`src/hdl/mcc_pkg.sv`:
```
// Shared constants, types and helpers of the main clock controller
package mcc_pkg;

  // ==========================================================
  // Register offsets
  localparam int unsigned ADDR_W = 6;
  localparam logic [5:0] OFF_SEL = 6'h00;
  localparam logic [5:0] OFF_PRE = 6'h01;
  localparam logic [5:0] OFF_FDC = 6'h02;
  localparam logic [5:0] OFF_IRQC = 6'h03;
  localparam logic [5:0] OFF_FLAG = 6'h04;
  localparam logic [5:0] OFF_STAT = 6'h05;
  localparam logic [5:0] OFF_HFC = 6'h08;
  localparam logic [5:0] OFF_HFT = 6'h09;
  localparam logic [5:0] OFF_PLL = 6'h10;
  localparam logic [5:0] OFF_ILC = 6'h18;
  localparam logic [5:0] OFF_ELC = 6'h1c;
  localparam logic [5:0] OFF_EHC = 6'h20;

  // ==========================================================
  // Field positions and reset values
  localparam int unsigned CLK_OUT_EN_BIT = 7;
  localparam int unsigned RUN_STBY_BIT = 7;
  localparam int unsigned PRE_EN_BIT = 0;
  localparam int unsigned FTEST_BIT = 1;
  localparam int unsigned FEN_BIT = 0;
  localparam int unsigned FLAG_BIT = 0;
  localparam logic [7:0] REG_RST = 8'h00;
  localparam logic [7:0] HFC_RST = 8'h0c;
  localparam logic [7:0] SEL_WMASK = 8'h8f;
  localparam logic [7:0] PRE_WMASK = 8'h1f;
  localparam logic [7:0] FDC_WMASK = 8'h0f;
  localparam logic [7:0] IRQC_WMASK = 8'h81;

  // ==========================================================
  // Oscillator indices, which equal the main source select codes
  localparam int unsigned NUM_OSC = 4;
  localparam logic [1:0] OSC_IHF = 2'h0;
  localparam logic [1:0] OSC_ILO = 2'h1;
  localparam logic [1:0] OSC_ELO = 2'h2;
  localparam logic [1:0] OSC_EHF = 2'h3;
  localparam logic [3:0] SEL_MAX = 4'h3;
  localparam logic [1:0] MON_MAIN = 2'h0;
  localparam logic [1:0] MON_EHF = 2'h1;
  localparam logic [1:0] MON_ELO = 2'h2;

  // ==========================================================
  // Timing
  localparam int unsigned CLK_PERIOD_NS = 10;
  localparam int unsigned WATCH_TIME_NS = 305176;
  localparam int unsigned WATCH_CYCLES = (WATCH_TIME_NS + CLK_PERIOD_NS - 1) / CLK_PERIOD_NS;
  localparam int unsigned STARTUP_CYCLES = 1024;
  localparam logic [2:0] UNLOCK_INSTR = 3'h4;
  localparam int unsigned DIV_W = 7;

  // ==========================================================
  // Types
  typedef enum logic [1:0] {MODE_ACTIVE, MODE_IDLE, MODE_STANDBY, MODE_PDOWN} mcc_mode_t;

  typedef struct packed {
    logic [5:0] addr;
    logic [7:0] wdata;
    logic wr;
    logic rd;
  } mcc_bus_t;

  // Division ratio of a division code, zero for a reserved code
  function automatic logic [6:0] mcc_div_ratio(input logic [3:0] code);
    logic [6:0] r;
    r = 7'h00;
    unique case (code)
      4'h0: r = 7'h02;
      4'h1: r = 7'h04;
      4'h2: r = 7'h08;
      4'h3: r = 7'h10;
      4'h4: r = 7'h20;
      4'h5: r = 7'h40;
      4'h8: r = 7'h06;
      4'h9: r = 7'h0a;
      4'ha: r = 7'h0c;
      4'hb: r = 7'h18;
      4'hc: r = 7'h30;
      default: r = 7'h00;
    endcase
    return r;
  endfunction

endpackage

```
`src/hdl/mcc_edge_watch.sv`:
```
// Edge watchdog that flags a source that stops toggling
`timescale 1ns/1ps
module mcc_edge_watch #(
  parameter int unsigned LIMIT = 30518
) (
  input wire logic ref_clk,
  input wire logic resetn,
  input wire logic active,
  input wire logic sample,
  output logic fail_q
);
  localparam int unsigned CW = $clog2(LIMIT + 1);
  localparam logic [CW-1:0] LIM = CW'(LIMIT);
  logic [CW-1:0] cnt_q;
  logic prev_q;

  // Previous level of the watched source
  always_ff @(posedge ref_clk or negedge resetn) begin
    if (!resetn) begin
      prev_q <= 1'b0;
    end else begin
      prev_q <= sample;
    end
  end

  // Silence counter, any edge clears the failure again
  always_ff @(posedge ref_clk or negedge resetn) begin
    if (!resetn) begin
      cnt_q <= '0;
      fail_q <= 1'b0;
    end else if (!active || (sample != prev_q)) begin
      cnt_q <= '0;
      fail_q <= 1'b0;
    end else if (cnt_q == LIM) begin
      fail_q <= 1'b1;
    end else begin
      cnt_q <= cnt_q + {{(CW-1){1'b0}}, 1'b1};
    end
  end
endmodule

```
`src/hdl/mcc_main_clock_control.sv`:
```
// Main clock controller: source select, prescaler, standby requests, failure detection, write protection
//
// What this block does
// - Failure test with main clock monitored raises failure that selects start-up source.
// - Stop every oscillator that is neither in use, requested nor kept on by run-in-standby.
// - Run-in-standby keeps an oscillator running in all modes but power-down.
// - With run-in-standby set, a request is served without start-up delay.
// - Main clock always runs in active and idle modes.
// - In standby, main clock runs only if requested or its run-in-standby is set.
// - In power-down, main clock runs until pending memory operations finish.
// - In sleep, failure detection acts only while its monitored source runs.
// - After reset, the watchdog reports no failure until one start-up period passes; the test bit is not blanked.
// - Protected write needs unlock key then write within four instructions.
// - Protected write without unlock is ignored.
// - Protection covers main controls, interrupt control, PLL and oscillator controls.
// - Clock output pin carries main clock when enabled and main clock runs.
// - Clock output enable set by one, cleared by zero or main failure.
// - Main source select codes 0 to 3, others reserved.
// - Prescaler enable zero passes main clock undivided, one divides it.
// - Division codes 0-5 and 8-C give the listed ratios, others reserved.
// - Failure control register holds monitor select, test bit and enable, reset zero.
// - Monitor select 0 main, 1 external high, 2 external low, others reserved.
// - Test bit written one forces failure while enable is set, written zero ends it.
// - Failure flag set by a failure, cleared by writing one.
// - Main clock failure overwrites main select with fuse start-up source.
//
// Our own choice: the strobed register port.
`timescale 1ns/1ps
module mcc_main_clock_control
  import mcc_pkg::*;
#(
  parameter int unsigned WATCH_LIMIT = mcc_pkg::WATCH_CYCLES,
  parameter int unsigned STARTUP_LIMIT = mcc_pkg::STARTUP_CYCLES
) (
  input wire logic ref_clk,
  input wire logic resetn,
  input wire mcc_pkg::mcc_bus_t bus_req,
  output logic [7:0] rdata_q,
  input wire logic unlock_key,
  input wire logic instr_step,
  input wire mcc_pkg::mcc_mode_t sleep_mode,
  input wire logic nvm_busy,
  input wire logic main_req,
  input wire logic [3:0] osc_req,
  input wire logic [3:0] osc_tick,
  input wire logic pll_locked,
  input wire logic [3:0] startup_fuse,
  output logic [3:0] osc_run_q,
  output logic [3:0] osc_ready_q,
  output logic main_run_q,
  output logic [3:0] main_sel_q,
  output logic per_tick_q,
  output logic clock_out_pin_q,
  output logic fail_irq_q
);
  localparam int unsigned SW = $clog2(STARTUP_LIMIT + 1);
  localparam logic [SW-1:0] STARTUP_END = SW'(STARTUP_LIMIT);

  // ==========================================================
  // Registers
  logic [7:0] sel_q, pre_q, fdc_q, irqc_q, hfc_q, hft_q, pll_q, ilc_q, elc_q, ehc_q;
  logic flag_q;
  logic [3:0] startup_q;
  logic unlock_q;
  logic [2:0] instr_cnt_q;
  logic [SW-1:0] blank_cnt_q;
  logic blank_done_q;
  logic fail_prev_q;

  logic wr, prot, wr_ok;
  logic [3:0] rsb;
  logic sleeping, main_run_d, watch_active, watch_fail, fail_now, fail_rise;
  logic [1:0] mon_idx;
  logic [DIV_W-1:0] ratio;

  assign wr = bus_req.wr;
  assign rsb = {ehc_q[RUN_STBY_BIT], elc_q[RUN_STBY_BIT], ilc_q[RUN_STBY_BIT], hfc_q[RUN_STBY_BIT]};
  assign sleeping = (sleep_mode != MODE_ACTIVE);

  // ==========================================================
  // Write protection
  // Offsets that need the unlock sequence
  always_comb begin
    unique case (bus_req.addr)
      OFF_SEL, OFF_PRE, OFF_FDC, OFF_IRQC, OFF_HFC, OFF_PLL, OFF_ILC, OFF_ELC, OFF_EHC: prot = 1'b1;
      default: prot = 1'b0;
    endcase
  end

  assign wr_ok = wr && (!prot || unlock_q);

  // Unlock window opened by the key, closed after four instructions
  always_ff @(posedge ref_clk or negedge resetn) begin
    if (!resetn) begin
      unlock_q <= 1'b0;
      instr_cnt_q <= 3'h0;
    end else if (unlock_key) begin
      unlock_q <= 1'b1;
      instr_cnt_q <= 3'h0;
    end else if (unlock_q && instr_step) begin
      instr_cnt_q <= instr_cnt_q + 3'h1;
      if (instr_cnt_q == UNLOCK_INSTR - 3'h1) begin
        unlock_q <= 1'b0;
      end
    end
  end

  // ==========================================================
  // Failure detection
  // Start-up source fuse caught after reset release
  always_ff @(posedge ref_clk or negedge resetn) begin
    if (!resetn) begin
      startup_q <= 4'h0;
      blank_cnt_q <= '0;
      blank_done_q <= 1'b0;
    end else begin
      if (!blank_done_q) begin
        startup_q <= startup_fuse;
      end
      if (blank_cnt_q == STARTUP_END) begin
        blank_done_q <= 1'b1;
      end else begin
        blank_cnt_q <= blank_cnt_q + {{(SW-1){1'b0}}, 1'b1};
      end
    end
  end

  // Oscillator under watch
  always_comb begin
    unique case (fdc_q[3:2])
      MON_EHF: mon_idx = OSC_EHF;
      MON_ELO: mon_idx = OSC_ELO;
      default: mon_idx = sel_q[1:0];
    endcase
  end

  assign watch_active = fdc_q[FEN_BIT] && blank_done_q && (!sleeping || osc_run_q[mon_idx]);

  mcc_edge_watch #(
    .LIMIT(WATCH_LIMIT)
  ) u_watch (
    .ref_clk(ref_clk),
    .resetn(resetn),
    .active(watch_active),
    .sample(osc_tick[mon_idx]),
    .fail_q(watch_fail)
  );

  assign fail_now = watch_fail || (fdc_q[FEN_BIT] && fdc_q[FTEST_BIT]);
  assign fail_rise = fail_now && !fail_prev_q;

  // Edge of the failure condition
  always_ff @(posedge ref_clk or negedge resetn) begin
    if (!resetn) begin
      fail_prev_q <= 1'b0;
    end else begin
      fail_prev_q <= fail_now;
    end
  end

  // ==========================================================
  // Register updates
  // Main select and clock output enable
  always_ff @(posedge ref_clk or negedge resetn) begin
    if (!resetn) begin
      sel_q <= REG_RST;
    end else if (fail_rise && (fdc_q[3:2] == MON_MAIN)) begin
      sel_q <= {1'b0, 3'h0, startup_q};
    end else if (wr_ok && (bus_req.addr == OFF_SEL)) begin
      sel_q[CLK_OUT_EN_BIT] <= bus_req.wdata[CLK_OUT_EN_BIT];
      if (bus_req.wdata[3:0] <= SEL_MAX) begin
        sel_q[3:0] <= bus_req.wdata[3:0];
      end
    end
  end

  // Prescaler control, reserved division codes dropped
  always_ff @(posedge ref_clk or negedge resetn) begin
    if (!resetn) begin
      pre_q <= REG_RST;
    end else if (wr_ok && (bus_req.addr == OFF_PRE)) begin
      if (mcc_div_ratio(bus_req.wdata[4:1]) != 7'h00) begin
        pre_q <= bus_req.wdata & PRE_WMASK;
      end else begin
        pre_q[PRE_EN_BIT] <= bus_req.wdata[PRE_EN_BIT];
      end
    end
  end

  // Failure and interrupt control
  always_ff @(posedge ref_clk or negedge resetn) begin
    if (!resetn) begin
      fdc_q <= REG_RST;
      irqc_q <= REG_RST;
    end else if (wr_ok) begin
      if (bus_req.addr == OFF_FDC) begin
        fdc_q <= bus_req.wdata & FDC_WMASK;
      end
      if (bus_req.addr == OFF_IRQC) begin
        irqc_q <= bus_req.wdata & IRQC_WMASK;
      end
    end
  end

  // Failure flag, a new failure wins over a clear
  always_ff @(posedge ref_clk or negedge resetn) begin
    if (!resetn) begin
      flag_q <= 1'b0;
    end else if (fail_rise) begin
      flag_q <= 1'b1;
    end else if (wr_ok && (bus_req.addr == OFF_FLAG) && bus_req.wdata[FLAG_BIT]) begin
      flag_q <= 1'b0;
    end
  end

  // Oscillator, trim and PLL controls
  always_ff @(posedge ref_clk or negedge resetn) begin
    if (!resetn) begin
      hfc_q <= HFC_RST;
      hft_q <= REG_RST;
      pll_q <= REG_RST;
      ilc_q <= REG_RST;
      elc_q <= REG_RST;
      ehc_q <= REG_RST;
    end else if (wr_ok) begin
      unique case (bus_req.addr)
        OFF_HFC: hfc_q <= bus_req.wdata;
        OFF_HFT: hft_q <= bus_req.wdata;
        OFF_PLL: pll_q <= bus_req.wdata;
        OFF_ILC: ilc_q <= bus_req.wdata;
        OFF_ELC: elc_q <= bus_req.wdata;
        OFF_EHC: ehc_q <= bus_req.wdata;
        default: ;
      endcase
    end
  end

  // Read data, valid in the cycle after the strobe only
  always_ff @(posedge ref_clk or negedge resetn) begin
    if (!resetn) begin
      rdata_q <= 8'h00;
    end else if (bus_req.rd) begin
      unique case (bus_req.addr)
        OFF_SEL: rdata_q <= sel_q;
        OFF_PRE: rdata_q <= pre_q;
        OFF_FDC: rdata_q <= fdc_q;
        OFF_IRQC: rdata_q <= irqc_q;
        OFF_FLAG: rdata_q <= {7'h00, flag_q};
        OFF_STAT: rdata_q <= {2'h0, pll_locked, osc_ready_q[3], osc_ready_q[2], osc_ready_q[1], osc_ready_q[0],
                              !osc_ready_q[sel_q[1:0]]};
        OFF_HFC: rdata_q <= hfc_q;
        OFF_HFT: rdata_q <= hft_q;
        OFF_PLL: rdata_q <= pll_q;
        OFF_ILC: rdata_q <= ilc_q;
        OFF_ELC: rdata_q <= elc_q;
        OFF_EHC: rdata_q <= ehc_q;
        default: rdata_q <= 8'h00;
      endcase
    end else begin
      rdata_q <= 8'h00;
    end
  end

  // ==========================================================
  // Sleep behaviour and oscillator requests
  // Main clock run decision per mode
  always_comb begin
    unique case (sleep_mode)
      MODE_ACTIVE, MODE_IDLE: main_run_d = 1'b1;
      MODE_STANDBY: main_run_d = main_req || rsb[sel_q[1:0]];
      MODE_PDOWN: main_run_d = nvm_busy;
    endcase
  end

  always_ff @(posedge ref_clk or negedge resetn) begin
    if (!resetn) begin
      main_run_q <= 1'b1;
      main_sel_q <= 4'h0;
    end else begin
      main_run_q <= main_run_d;
      main_sel_q <= sel_q[3:0];
    end
  end

  // Per oscillator run enable and start-up timer
  for (genvar i = 0; i < NUM_OSC; i++) begin : g_osc
    logic used;
    logic [SW-1:0] start_cnt_q;
    assign used = main_run_d && (sel_q[1:0] == 2'(i));

    always_ff @(posedge ref_clk or negedge resetn) begin
      if (!resetn) begin
        osc_run_q[i] <= (i == 0);
      end else begin
        osc_run_q[i] <= used || osc_req[i] || (rsb[i] && (sleep_mode != MODE_PDOWN));
      end
    end

    // A free running oscillator is already ready when a request comes
    always_ff @(posedge ref_clk or negedge resetn) begin
      if (!resetn) begin
        start_cnt_q <= '0;
        osc_ready_q[i] <= 1'b0;
      end else if (!osc_run_q[i]) begin
        start_cnt_q <= '0;
        osc_ready_q[i] <= 1'b0;
      end else if (start_cnt_q == STARTUP_END) begin
        osc_ready_q[i] <= 1'b1;
      end else begin
        start_cnt_q <= start_cnt_q + {{(SW-1){1'b0}}, 1'b1};
      end
    end
  end

  // ==========================================================
  // Prescaler and outputs
  assign ratio = pre_q[PRE_EN_BIT] ? mcc_div_ratio(pre_q[4:1]) : 7'h01;

  mcc_prescaler #(
    .W(DIV_W)
  ) u_pre (
    .ref_clk(ref_clk),
    .resetn(resetn),
    .ratio(ratio),
    .tick_q(per_tick_q)
  );

  // Clock output gate and interrupt request
  always_ff @(posedge ref_clk or negedge resetn) begin
    if (!resetn) begin
      clock_out_pin_q <= 1'b0;
      fail_irq_q <= 1'b0;
    end else begin
      clock_out_pin_q <= sel_q[CLK_OUT_EN_BIT] && main_run_q;
      fail_irq_q <= flag_q && irqc_q[0];
    end
  end
endmodule

```
`src/hdl/mcc_prescaler.sv`:
```
// Main clock prescaler producing a one-cycle peripheral tick
`timescale 1ns/1ps
module mcc_prescaler #(
  parameter int unsigned W = 7
) (
  input wire logic ref_clk,
  input wire logic resetn,
  input wire logic [W-1:0] ratio,
  output logic tick_q
);
  logic [W-1:0] cnt_q;
  logic [W-1:0] last;

  // Terminal count, ratio one gives a tick every cycle
  assign last = ratio - {{(W-1){1'b0}}, 1'b1};

  // Free running divider counter
  always_ff @(posedge ref_clk or negedge resetn) begin
    if (!resetn) begin
      cnt_q <= '0;
      tick_q <= 1'b0;
    end else if (cnt_q >= last) begin
      cnt_q <= '0;
      tick_q <= 1'b1;
    end else begin
      cnt_q <= cnt_q + {{(W-1){1'b0}}, 1'b1};
      tick_q <= 1'b0;
    end
  end
endmodule

```
`config.mk`:
```
export PLATFORM = sky130hd
export DESIGN_NAME = mcc_main_clock_control
export DESIGN_NICKNAME = d
export VERILOG_FILES = /design/src/hdl/mcc_pkg.sv /design/src/hdl/mcc_edge_watch.sv /design/src/hdl/mcc_main_clock_control.sv /design/src/hdl/mcc_prescaler.sv
export SDC_FILE = /design/constraint.sdc
export NUM_CORES = 1
export LEC_CHECK = 0
export BUFFER_PORTS_ARGS = -buffer_cell sky130_fd_sc_hd__buf_2
export CORE_ASPECT_RATIO = 1.25
export CORE_MARGIN = 8
export CORE_UTILIZATION = 50
export DETAILED_ROUTE_END_ITERATION = 8
export PLACE_DENSITY = 0.71
export SYNTH_ARGS = -nofsm -noshare
export SYNTH_HDL_FRONTEND = slang
export SYNTH_SLANG_ARGS = --single-unit
```
`constraint.sdc`:
```
create_clock -name ref_clk -period 4.3 [get_ports ref_clk]
set_input_delay 0.86 -clock ref_clk [delete_from_list [all_inputs] [get_ports ref_clk]]
set_output_delay 0.86 -clock ref_clk [all_outputs]
set_load 0.03 [all_outputs]
```
==> metrics.md, run 1 <==
| Metric | Value |
|---|---|
| Status | completed |
| Startpoint Class | primary input |
| WL final | 19.02 mm |
| Io pins | 61 |
| DP Area | roughly 9200 um2 |
| Post-synth ARST share | 100.0% |
| Synth Area in Simple Gates | about 17% |
| Unrepaired setup endpoints after global routing | no |
| Antenna violations before repair | 0 |
| Seq/Total Area, Yosys | between 50% and 60% |
| DR WL/cell | roughly 18 um |
| CTS Hold Bufs | 0 |
| Die Wd | roughly 130 um |
| Antenna diode instance count | 0 |
| Post-synthesis area per instance | 10.93 um2 |
| Buffers and inverters on the worst path | 1 |
| Via density | approximately 5.6 |
| Non-Filler Instances | around 1100 |
| Critical Path Start | bus_req[12] |
| Die ar. | 21840 um2 |
| Clk sinks | 178 |
| Critical Setup Path Class | in2reg |
| Cts bufs inserted | 17 |
| Nets | 910 |
| M1 WL | between 8 and 9 mm |
| R2r endpoint | u_watch.cnt_q[1] |
| Overall power | 4.491 mW |
| Synthesis-to-finish area growth | 12.86% |
| Clock-pin slew on the worst setup and hold paths | approximately 70 ps |
| Final hold vios | 0 |
| Placement Rows | 54 |
| Clock Power Share | between 30% and 40% |
| Port Buffers | 60 |
| CP endpoint | hft_q[2] |
| Minimum clock period after layout | 2444 ps |
| Post_cts resized | 0 |
| Post-synthesis adder-cell area fraction | roughly 3.5% |
| Main combinational cell family by area after synthesis | simple AND/OR/NAND/NOR gates |
| Max Root-Sink Buffers | 2 |
| Max-Cap Viols | 0 |
| Number of enable flip-flop cells after synthesis | 0 |
| Final Cell Area | a little under 10000 um2 |
| Slew Limit Headroom | between 30% and 40% |
| Largest cells by area after synthesis | dfrtp_1 50%, mux2_2 8.1%, ha_1 3.5%, xnor2_1 3.2%, nor2_1 2.9% |
| Sequential Power Share | 47.4% |
| Iter 0 DRT Violations | between 400 and 500 |
| Crit-path max FO | 19 |
| Post-CTS Setup Bufs | 0 |
| WL met2 | 9.457 mm |
| Worst Tran Pin Value | slightly below 1000 ps |
| Gpl congestion | between 0.8 and 0.9 |
| Yosys reg bits | roughly 180 |
| Vias | slightly above 6000 |
| Most numerous cell in the Yosys netlist | dfrtp_1 |
| Met3 Wirelength | ~670 um |
| Leak | between 4 and 5 nW |
| Initial DRT Pass Iterations | 5 |
| Most common library cells after synthesis | 174 x dfrtp_1, 68 x nor2_1, 62 x mux2_2 |
| Hold slack | between 300 and 400 ps |
| Share of cells above drive strength 1 | a little over 20% |
| Skew final | between 8 and 9 ps |
| H-tree depth | 4 |
| CTS tree | done |
| Combinational power share | around 16% |
| Synth Flop Type | dfrtp_1 |
| GR Util All Layers | between 15 and 20% |
| Synth Area in Compound Gates | 9.509% |
| # DRC | 0 |
| R2R Setup Slk | ~1900 ps |
| Cell chain of the critical path | buf_2 -> and2b_1 -> nor4b_2 -> nand2_2 -> mux2_2 |
| Crit-path slowest cell | nor4b_2 |
| Crit end category | flop |
| Dpl cells | between 1000 and 1500 |
| Internal Power | between 3 and 4 mW |
| Max-slew violation count | 0 |
| Xor-xnor portion of the synthesized cell area | ~5.5% |
| Post-route clock period utilization | 56.84% |
| VDD IR max | about 0.32 mV |
| Grt total ovfl | 0 |
| Highest metal used | met4 |
| HP Class | in2async |
| Starting Density | about half |
| Post-synth cell types | slightly below 70 |
| Antenna viol nets, final | 0 |
| Achievable frequency | between 400 and 500 MHz |
| Clock Latency Late Sink | about 430 ps |
| Gate count after technology mapping | around 790 |
| Top cell type's share of synthesized area | between 50% and 60% |
| Post-Synthesis Cell Area | roughly 8700 um2 |
| Net switching power | around 1.3 mW |
| Slowest cell delay on critical path | 710 ps |
| Core ar. | 17230 um2 |
| Vias in the first global route | 6094 |
| Die height | around 160 um |
| Levels on crit path | 5 |
| Post-synth net total | around 850 |
| Top cell type by total area after synthesis | dfrtp_1 |
| Required time of the critical path | around 4600 ps |
| Worst R2R Start | sel_q[0] |
| Root Driver | clkbuf_16 |
| Crit path max-delay family | simple AND/OR/NAND/NOR gates |
| Total power divided by cell area | between 400 and 500 nW/um2 |
| Post-DP HPWL | 13.51 mm |
| Cell depth of the worst flop-to-flop path | 5 |
| First-pass GRT wire length | 31.27 mm |
| Post-synthesis mux area share | 10.48% |
| Final setup fails | 0 |
| Setup_tns | 0 ps |
| CP arrival | 2750 ps |
| Largest net degree at the start of global routing | just over 90 |
| Sw frac | ~28% |
| Ys Warns | 0 |
## logic make-up (layout without fill, tap and decap cells)
kind of cell,after synthesis,after routing
xor gates and xnor gates,54,54
DFF,178,178
muxes,78,78
adders and majority gates,24,24
and+or+nand+nor,278,278
AOI/OAI and AO/OA,124,124
buffers and inverters,57,126
## sequential cells by signal (all words and copies together) (netlist names), 7 cells and up
name	count
blank_cnt_q	11
ehc_q	8
elc_q	8
g_osc.start_cnt_q	44
hfc_q	8
hft_q	8
ilc_q	8
pll_q	8
rdata_q	8
u_pre.cnt_q	7
u_watch.cnt_q	15
## metal layers
layer	global-route usage, %	vias to the layer above
li1	-	2929
met1	22.31	3024
met3	3.262	46
met4	10.08	0
met2	29.82	134
met5	0	-
## through the flow
stage	utilization, %	setup WS (ps)
floorplan	-	1909
global placement	53.20	1479
detailed placement	53.20	1442
CTS	56.80	1872
global route	56.80	1739
finish	56.80	1856
## placed cells by master (no fill, tap or decap), types with 5 or more instances in the layout
cell type	n
buf_2	59
and2_1	19
clkbuf_16	17
and3_1	17
mux2i_1	12
nand2b_1	10
nor2b_1	5
nor4_1	11
xor2_1	21
mux2_2	62
inv_1	31
a21oi_1	34
nor3_1	10
a21boi_0	8
or3_1	9
o21ai_0	22
ha_1	24
nand2_1	55
nand4_1	18
dfrtp_1	174
a21o_1	6
nor2_1	68
a31oi_1	10
nand3b_1	5
nand3_1	33
a221oi_1	7
xnor2_1	32
## final cells by class
cell class	instances	area, um2
clock inverters	10	156.4
fillers	1470	7443
flip-flops and latches	178	4459
multi-input cells	558	3968
well taps	224	280.3
repair buffers	63	341.6
clock buffers	22	464.2
inverters	31	116.4
## power groups by stage
| stage | combinational (mW) | sequential (mW) | clock (mW) |
|---|---|---|---|
| finish | 0.731 | 2.13 | 1.63 |
| floorplan | 0.522 | 2.11 | 0 |
| CTS | 0.743 | 2.13 | 1.66 |
| global placement | 0.716 | 2.15 | 0 |
| global route | 0.817 | 2.16 | 1.73 |
| detailed placement | 0.736 | 2.16 | 0 |
## worst register-to-register path, cell delays in order (launching register included)
cell and delay, ps:
dfrtp_1 640, mux4_2 580, mux2_4 310, xnor2_2 200, nand4_4 270, a211oi_1 290
## worst min path at each step
stage	startpoint	endpoint	slack [ps]	cells past startpoint
after floorplan	sel_q[2]	main_sel_q[2]	370	0
after global placement	sel_q[2]	main_sel_q[2]	420	0
after detailed placement	sel_q[2]	main_sel_q[2]	420	0
after CTS	resetn	elc_q[5]	380	1
after global routing	resetn	ilc_q[3]	400	1
final	resetn	ilc_q[3]	370	1
Power figures use the tool's default switching activity.
==> run 2, diff against run 1 <==
- PLACE_DENSITY: 0.71 -> 0.74
- clock period: 4.3 -> 2 ns (I/O delays scaled with it)
==> metrics.md, run 2 (same netlist as run 1, synthesis figures left out) <==
| Metric | Value |
|---|---|
| Hold slack | 166.3 ps (was 365.7 ps) |
| Worst Tran Pin Value | 531.7 ps (was 974.0 ps) |
| Vias | 6541 (was 6133) |
| Clock Latency Late Sink | 430 ps (about the same) |
| Cell depth of the worst flop-to-flop path | 6 (was 5) |
| Biggest regs | g_osc.start_cnt_q (44), u_watch.cnt_q (15), blank_cnt_q (11) (unchanged) |
| Final Cell Area | 10460 um2 (was 9786 um2) |
| Antenna diode instance count | 0 (unchanged) |
| Slowest cell delay on critical path | 510 ps (was 710 ps) |
| Crit-path slowest cell | mux4_2 (was nor4b_2) |
| R2R Setup Slk | -2 ps (was 1910 ps) |
| Hold Path Depth | 2 |
| Skew final | 7.920 ps (was 8.398 ps) |
| Critical Setup Path Class | reg2reg (was in2reg) |
| Vias in the first global route | 6840 (was 6094) |
| Required time of the critical path | 2360 ps (was 4610 ps) |
| Core ar. | 17230 um2 (unchanged) |
| Post-route clock period utilization | 100.1% |
| First-pass GRT wire length | 34.25 mm (was 31.27 mm) |
| Max-Cap Viols | 0 (unchanged) |
| Share of cells above drive strength 1 | 27.90% (was 20.19%) |
| HP Class | in2reg (was in2async) |
| Crit end category | flop (unchanged) |
| Antenna viol nets, final | 0 (unchanged) |
| VDD IR max | 0.6762 mV (was 0.3152 mV) |
| Setup_tns | -4.021 ps (was 0 ps) |
| Slew Limit Headroom | 64.28% (was 34.15%) |
| Max reg flops | 44 (unchanged) |
| Achievable frequency | between 400 and 500 MHz |
| Synthesis-to-finish area growth | 20.68% (was 12.86%) |
| Post-DP HPWL | 14.78 mm (was 13.51 mm) |
| Final hold vios | 0 (unchanged) |
| Initial DRT Pass Iterations | 5 (unchanged) |
| # DRC | 0 (unchanged) |
| Cell chain of the critical path | mux4_2 -> mux2_4 -> xnor2_4 -> buf_4 -> nand4_4 -> nor2_1 (was buf_2 -> and2b_1 -> nor4b_2 -> nand2_2 -> mux2_2) |
| Leak | 4.830 nW (was 4.442 nW) |
| Nets | 987 (was 910) |
| Gpl congestion | 0.9069 (was 0.8695) |
| Failing checks | negative setup slack |
| Status | finished with violations (was completed) |
| H-tree depth | 4 (unchanged) |
| FILL cells | 1412 (was 1470) |
| Commonest non-fill, non-tap cells in the layout | 174 x dfrtp_1, 76 x buf_4, 64 x nor2_1 (was 174 x dfrtp_1, 68 x nor2_1, 62 x mux2_2) |
| CP arrival | 2360 ps (was 2750 ps) |
| Starting Density | 50.33% (unchanged) |
| Die ar. | 21840 um2 (unchanged) |
| Clock-pin slew on the worst setup and hold paths | 70 ps (about the same) |
| Unrepaired setup endpoints after global routing | yes (was no) |
| Post-route setup slack | -2.396 ps (was 1856 ps) |
| Worst R2R Start | sel_q[0] (unchanged) |
| Root Driver | clkbuf_16 (unchanged) |
| R2r endpoint | u_watch.cnt_q[8] (was u_watch.cnt_q[1]) |
| Minimum clock period after layout | ~2000 ps |
| Min-delay src | unlock_key |
| Via density | 5.624 (was 5.647) |
| GR Util All Layers | 19.69% (was 18.16%) |
| CTS tree | done (unchanged) |
| Buffers and inverters on the worst path | 1 (unchanged) |
| Antenna violations before repair | 0 (unchanged) |
| Overall power | 10.06 mW (was 4.491 mW) |
| DR WL/cell | 17.59 um (was 17.51 um) |
| Max Root-Sink Buffers | 2 (unchanged) |
| Total power divided by cell area | 961.8 nW/um2 (was 459.0 nW/um2) |
| WL final | 20.45 mm (was 19.02 mm) |
| Clk sinks | 178 (unchanged) |
| Final setup fails | 2 (was 0) |
| Crit-path max FO | 8 (was 19) |
| Grt total ovfl | 0 (unchanged) |
| Seq. cell area | 4459 um2 (unchanged) |
| Area of the multi-input gates | 4053 um2 (was 3968 um2) |
| Placement Rows | 54 (unchanged) |
| Util after Layout | 60.73% (was 56.80%) |
| Cts bufs inserted | 17 (unchanged) |
| Io pins | 61 (unchanged) |
| Crit path max-delay family | multiplexers (was simple AND/OR/NAND/NOR gates) |
| Iter 0 DRT Violations | 472 (was 436) |
| Commonest non-fill, non-tap cell in the layout | dfrtp_1 (unchanged) |
| Die Wd | 133.8 um (unchanged) |
| Most flops, register | g_osc.start_cnt_q (unchanged) |
| Die height | 163.2 um (unchanged) |
| Max-slew violation count | 0 (unchanged) |
| Largest net degree at the start of global routing | 55 (was 92) |
| Port Buffers | 60 (unchanged) |
| Startpoint Class | flop (was primary input) |
| DP Area | 9718 um2 (was 9165 um2) |
| Worst Hold End | instr_cnt_q[1] |
==> run 2: cell count changes in the layout (fill, tap and decap cells not counted), moves of 2 or more <==
cell      previous run  this run
clkbuf_1             3         1
nor2_1              68        64
ha_1                24        22
nor2_2               0         4
buf_4                2        76
ha_4                 0         2
inv_6                1         5
clkbuf_8             2         0
clkinv_2             4         2
clkinv_4             0         2
==> run 2: area by class of cell <==
class | instances | share of cell area [%]
sequential | 178 | 42.62
multi-input combinational | 559 | 38.73
timing repair buffer | 139 | 8.860
clock buffer | 18 | 4.101
tap | 224 | 2.678
clock inverter | 14 | 1.901
inverter | 31 | 1.112
==> run 2: worst max-delay path by stage <==
stage | startpoint | to | slack (ps) | depth (start not counted)
6_report | sel_q[0] | u_watch.cnt_q[8] | -2 | 6
5_1_grt | sel_q[0] | u_watch.cnt_q[1] | -80 | 5
4_1_cts | fdc_q[3] | u_watch.cnt_q[7] | 5 | 7
3_5_place_dp | fdc_q[3] | u_watch.cnt_q[1] | -80 | 7
3_3_place_gp | fdc_q[3] | u_watch.cnt_q[1] | -40 | 7
2_1_floorplan | bus_req[12] | pll_q[0] | 70 | 5
==> run 2: power breakdown <==
part           total, mW  internal, mW  switching [mW]
clock               3.57          2.11            1.46
sequential          4.47          4.05           0.423
combinational       2.02         0.945            1.07
total               10.1          7.11            2.96
==> run 2: through the flow <==
| step | std cells | setup slack (ps) |
|---|---|---|
| final | 1163 | -2.396 |
| after global routing | 1163 | -80.43 |
| after CTS | 1160 | 5.268 |
| after detailed placement | 1126 | -84.57 |
| after global placement | 1126 | -40.38 |
| after floorplan | 793 | 68.56 |
==> run 2: worst reg2reg max path, cell delays in order (launching register included) <==
cell	delay, ps
dfrtp_1	420
mux4_2	520
mux2_4	320
xnor2_4	200
buf_4	150
nand4_4	180
nor2_1	150
==> run 2: timing repair <==
item | 4_1_cts | 5_1_grt
hold endpoints to repair | 45 | 0
gates cloned | 1 | 0
pin swaps | 1 | 13
setup buffers | 0 | 3
hold buffers | 1 | 0
resized for setup | 5 | 10
setup endpoints to repair | 16 | 25
==> run 2: metal layers <==
layer	vias to the layer above	GRT usage [%]	routed length, um
met1	3259	23.31	8510
met5	-	0	0
met3	50	3.815	835
met4	0	8.951	643
met2	137	34.01	10460
li1	3095	-	-
==> run 3, diff against run 2 <==
==> constraint.sdc (replaced) <==
create_clock -name ref_clk -period 2 [get_ports ref_clk]
set_input_delay 0.1 -clock ref_clk [delete_from_list [all_inputs] [get_ports ref_clk]]
set_output_delay 0.1 -clock ref_clk [all_outputs]
set_load 0.03 [all_outputs]
==> metrics.md, run 3 (same netlist as run 1, synthesis figures left out) <==
| Metric | Value |
|---|---|
| Most flops, register | g_osc.start_cnt_q (unchanged) |
| Worst Tran Pin Value | 501.7 ps (was 531.7 ps) |
| Startpoint Class | flop (unchanged) |
| Critical Setup Path Class | reg2reg (unchanged) |
| Final hold vios | 0 (unchanged) |
| Commonest non-fill, non-tap cells in the layout | 173 x dfrtp_1, 62 x nor2_1, 62 x mux2_2 (was 174 x dfrtp_1, 76 x buf_4, 64 x nor2_1) |
| Starting Density | 50.33% (unchanged) |
| # DRC | 0 (unchanged) |
| Gpl congestion | 0.8445 (was 0.9069) |
| Crit-path max FO | 6 (was 8) |
| Nets | 964 (was 987) |
| Max reg flops | 44 (unchanged) |
| VDD IR max | 0.5404 mV (was 0.6762 mV) |
| Clock-pin slew on the worst setup and hold paths | 70 ps (about the same) |
| Total power divided by cell area | 917.5 nW/um2 (was 961.8 nW/um2) |
| R2R Setup Slk | 80 ps (was -2 ps) |
| Setup_tns | 0 ps (was -4.021 ps) |
| Cts bufs inserted | 17 (unchanged) |
| Via density | 5.666 (was 5.624) |
| Die height | 163.2 um (unchanged) |
| WL final | 19.62 mm (was 20.45 mm) |
| CP arrival | 2280 ps (was 2360 ps) |
| Post-DP HPWL | 14.09 mm (was 14.78 mm) |
| Post-route clock period utilization | 95.85% (was 100.1%) |
| Die Wd | 133.8 um (unchanged) |
| R2r endpoint | u_watch.cnt_q[12] (was u_watch.cnt_q[8]) |
| HP Class | in2reg (unchanged) |
| Grt total ovfl | 0 (unchanged) |
| Vias | 6459 (was 6541) |
| Largest net degree at the start of global routing | 48 (was 55) |
| Antenna violations before repair | 0 (unchanged) |
| Clk sinks | 178 (unchanged) |
| GR Util All Layers | 18.56% (was 19.69%) |
| Biggest regs | g_osc.start_cnt_q (44), u_watch.cnt_q (15), blank_cnt_q (11) (unchanged) |
| First-pass GRT wire length | 32.29 mm (was 34.25 mm) |
| Unrepaired setup endpoints after global routing | yes (unchanged) |
| Required time of the critical path | 2370 ps (was 2360 ps) |
| Die ar. | 21840 um2 (unchanged) |
| Core ar. | 17230 um2 (unchanged) |
| Share of cells above drive strength 1 | 24.89% (was 27.90%) |
| Commonest non-fill, non-tap cell in the layout | dfrtp_1 (unchanged) |
| Synthesis-to-finish area growth | 18.18% (was 20.68%) |
| Critical Path Start | fdc_q[3] (was sel_q[0]) |
| Achievable frequency | 521.6 MHz (was 499.4 MHz) |
| Max-Cap Viols | 0 (unchanged) |
| Antenna viol nets, final | 0 (unchanged) |
| Io pins | 61 (unchanged) |
| Iter 0 DRT Violations | 425 (was 472) |
| Placement Rows | 54 (unchanged) |
| Minimum clock period after layout | 1917 ps (was 2002 ps) |
| Overall power | 9.402 mW (was 10.06 mW) |
| Final setup fails | 0 (was 2) |
| Cell depth of the worst flop-to-flop path | 8 (was 6) |
| Worst R2R Start | fdc_q[3] (was sel_q[0]) |
| Status | completed (was finished with violations) |
| Initial DRT Pass Iterations | 5 (unchanged) |
| Slew Limit Headroom | 66.30% (was 64.28%) |
| CP endpoint | u_watch.cnt_q[12] (was u_watch.cnt_q[8]) |
| H-tree depth | 4 (unchanged) |
| Max-slew violation count | 0 (unchanged) |
| Crit end category | flop (unchanged) |
| Vias in the first global route | 6394 (was 6840) |
| DR WL/cell | 17.21 um (was 17.59 um) |
| Root Driver | clkbuf_16 (unchanged) |
| Leak | 4.672 nW (was 4.830 nW) |
| Skew final | 8.232 ps (was 7.920 ps) |
| Max Root-Sink Buffers | 2 (unchanged) |
| Clock Latency Late Sink | 430 ps (about the same) |
| Port Buffers | 60 (unchanged) |
| Antenna diode instance count | 0 (unchanged) |
| CTS tree | done (unchanged) |
-- run 3: cell types whose count changed in the layout (fill, tap and decap cells not counted), sizes merged --
cell,previous run,this run
bufinv,4,0
inv,36,37
clkbuf,18,19
nand4,20,19
clkinvlp,1,3
buf,138,102
dlygate4sd3,1,15
-- run 3: area by class of cell --
class	count	area (um2)
Timing Repair Buffer	117	820.8
Tap cell	224	280.3
Sequential cell	178	4461
Clock inverter	13	101.3
Inverter	31	116.4
Clock buffer	19	442.9
Fill cell	1420	6982
Multi-Input combinational cell	558	4025
-- run 3: repair_timing --
action | CTS | global route
hold buffers | 15 | 0
setup endpoints to repair | 9 | 22
gates resized for setup | 1 | 18
hold endpoints to repair | 84 | 0
cloned | 0 | 0
buffers inserted | 4 | 0
pin swaps | 2 | 1
-- run 3: per-layer routing --
layer | wire [um] | vias to the layer above | track usage [%]
li1 | - | 3045 | -
met1 | 8537 | 3245 | 22.97
met2 | 9655 | 122 | 30.56
met3 | 747 | 47 | 3.785
met4 | 675 | 0 | 8.900
met5 | 0 | - | 0
-- run 3: worst min-delay path by stage --
stage	from	to	slack (ps)	depth (start not counted)
floorplan	resetn	blank_cnt_q[0]	-200	0
global placement	resetn	g_osc[0].start_cnt_q[1]	70	1
detailed placement	resetn	g_osc[0].start_cnt_q[1]	70	1
CTS	sleep_mode[0]	osc_run_q[3]	10	4
global route	bus_req[2]	pre_q[0]	40	3
finish	bus_req[2]	pre_q[0]	30	3
-- run 3: worst max-delay path, cell delays in order, from the launching register on --
cell and delay, ps:
dfrtp_1 390, inv_2 80, ha_4 130, mux2_2 330, mux2_4 290, xnor2_4 160, nand4_4 180, buf_6 190
nor2_2 100
-- run 3: report_power, final --
| group | internal, mW | leakage (nW) | switching, mW |
|---|---|---|---|
| Combinational | 0.859 | 2.07 | 1.00 |
| Clock | 1.64 | 0.263 | 1.45 |
| Sequential | 4.05 | 2.34 | 0.394 |
| Total | 6.55 | 4.67 | 2.85 |
-- run 3: stage by stage --
| stage | instances | util (%) | cell area (um2) | hold slack [ps] | setup WS [ps] |
|---|---|---|---|---|---|
| floorplan | 793 | - | 8671 | -195.6 | 125.6 |
| global placement | 1089 | 54.87 | 9453 | 69.17 | 24.31 |
| detailed placement | 1089 | 54.87 | 9453 | 73.29 | -80.23 |
| CTS | 1140 | 59.10 | 10180 | 14.92 | 38.43 |
| global route | 1140 | 59.48 | 10250 | 40.89 | -37.24 |
| finish | 1140 | 59.48 | 10250 | 28.83 | 82.91 |
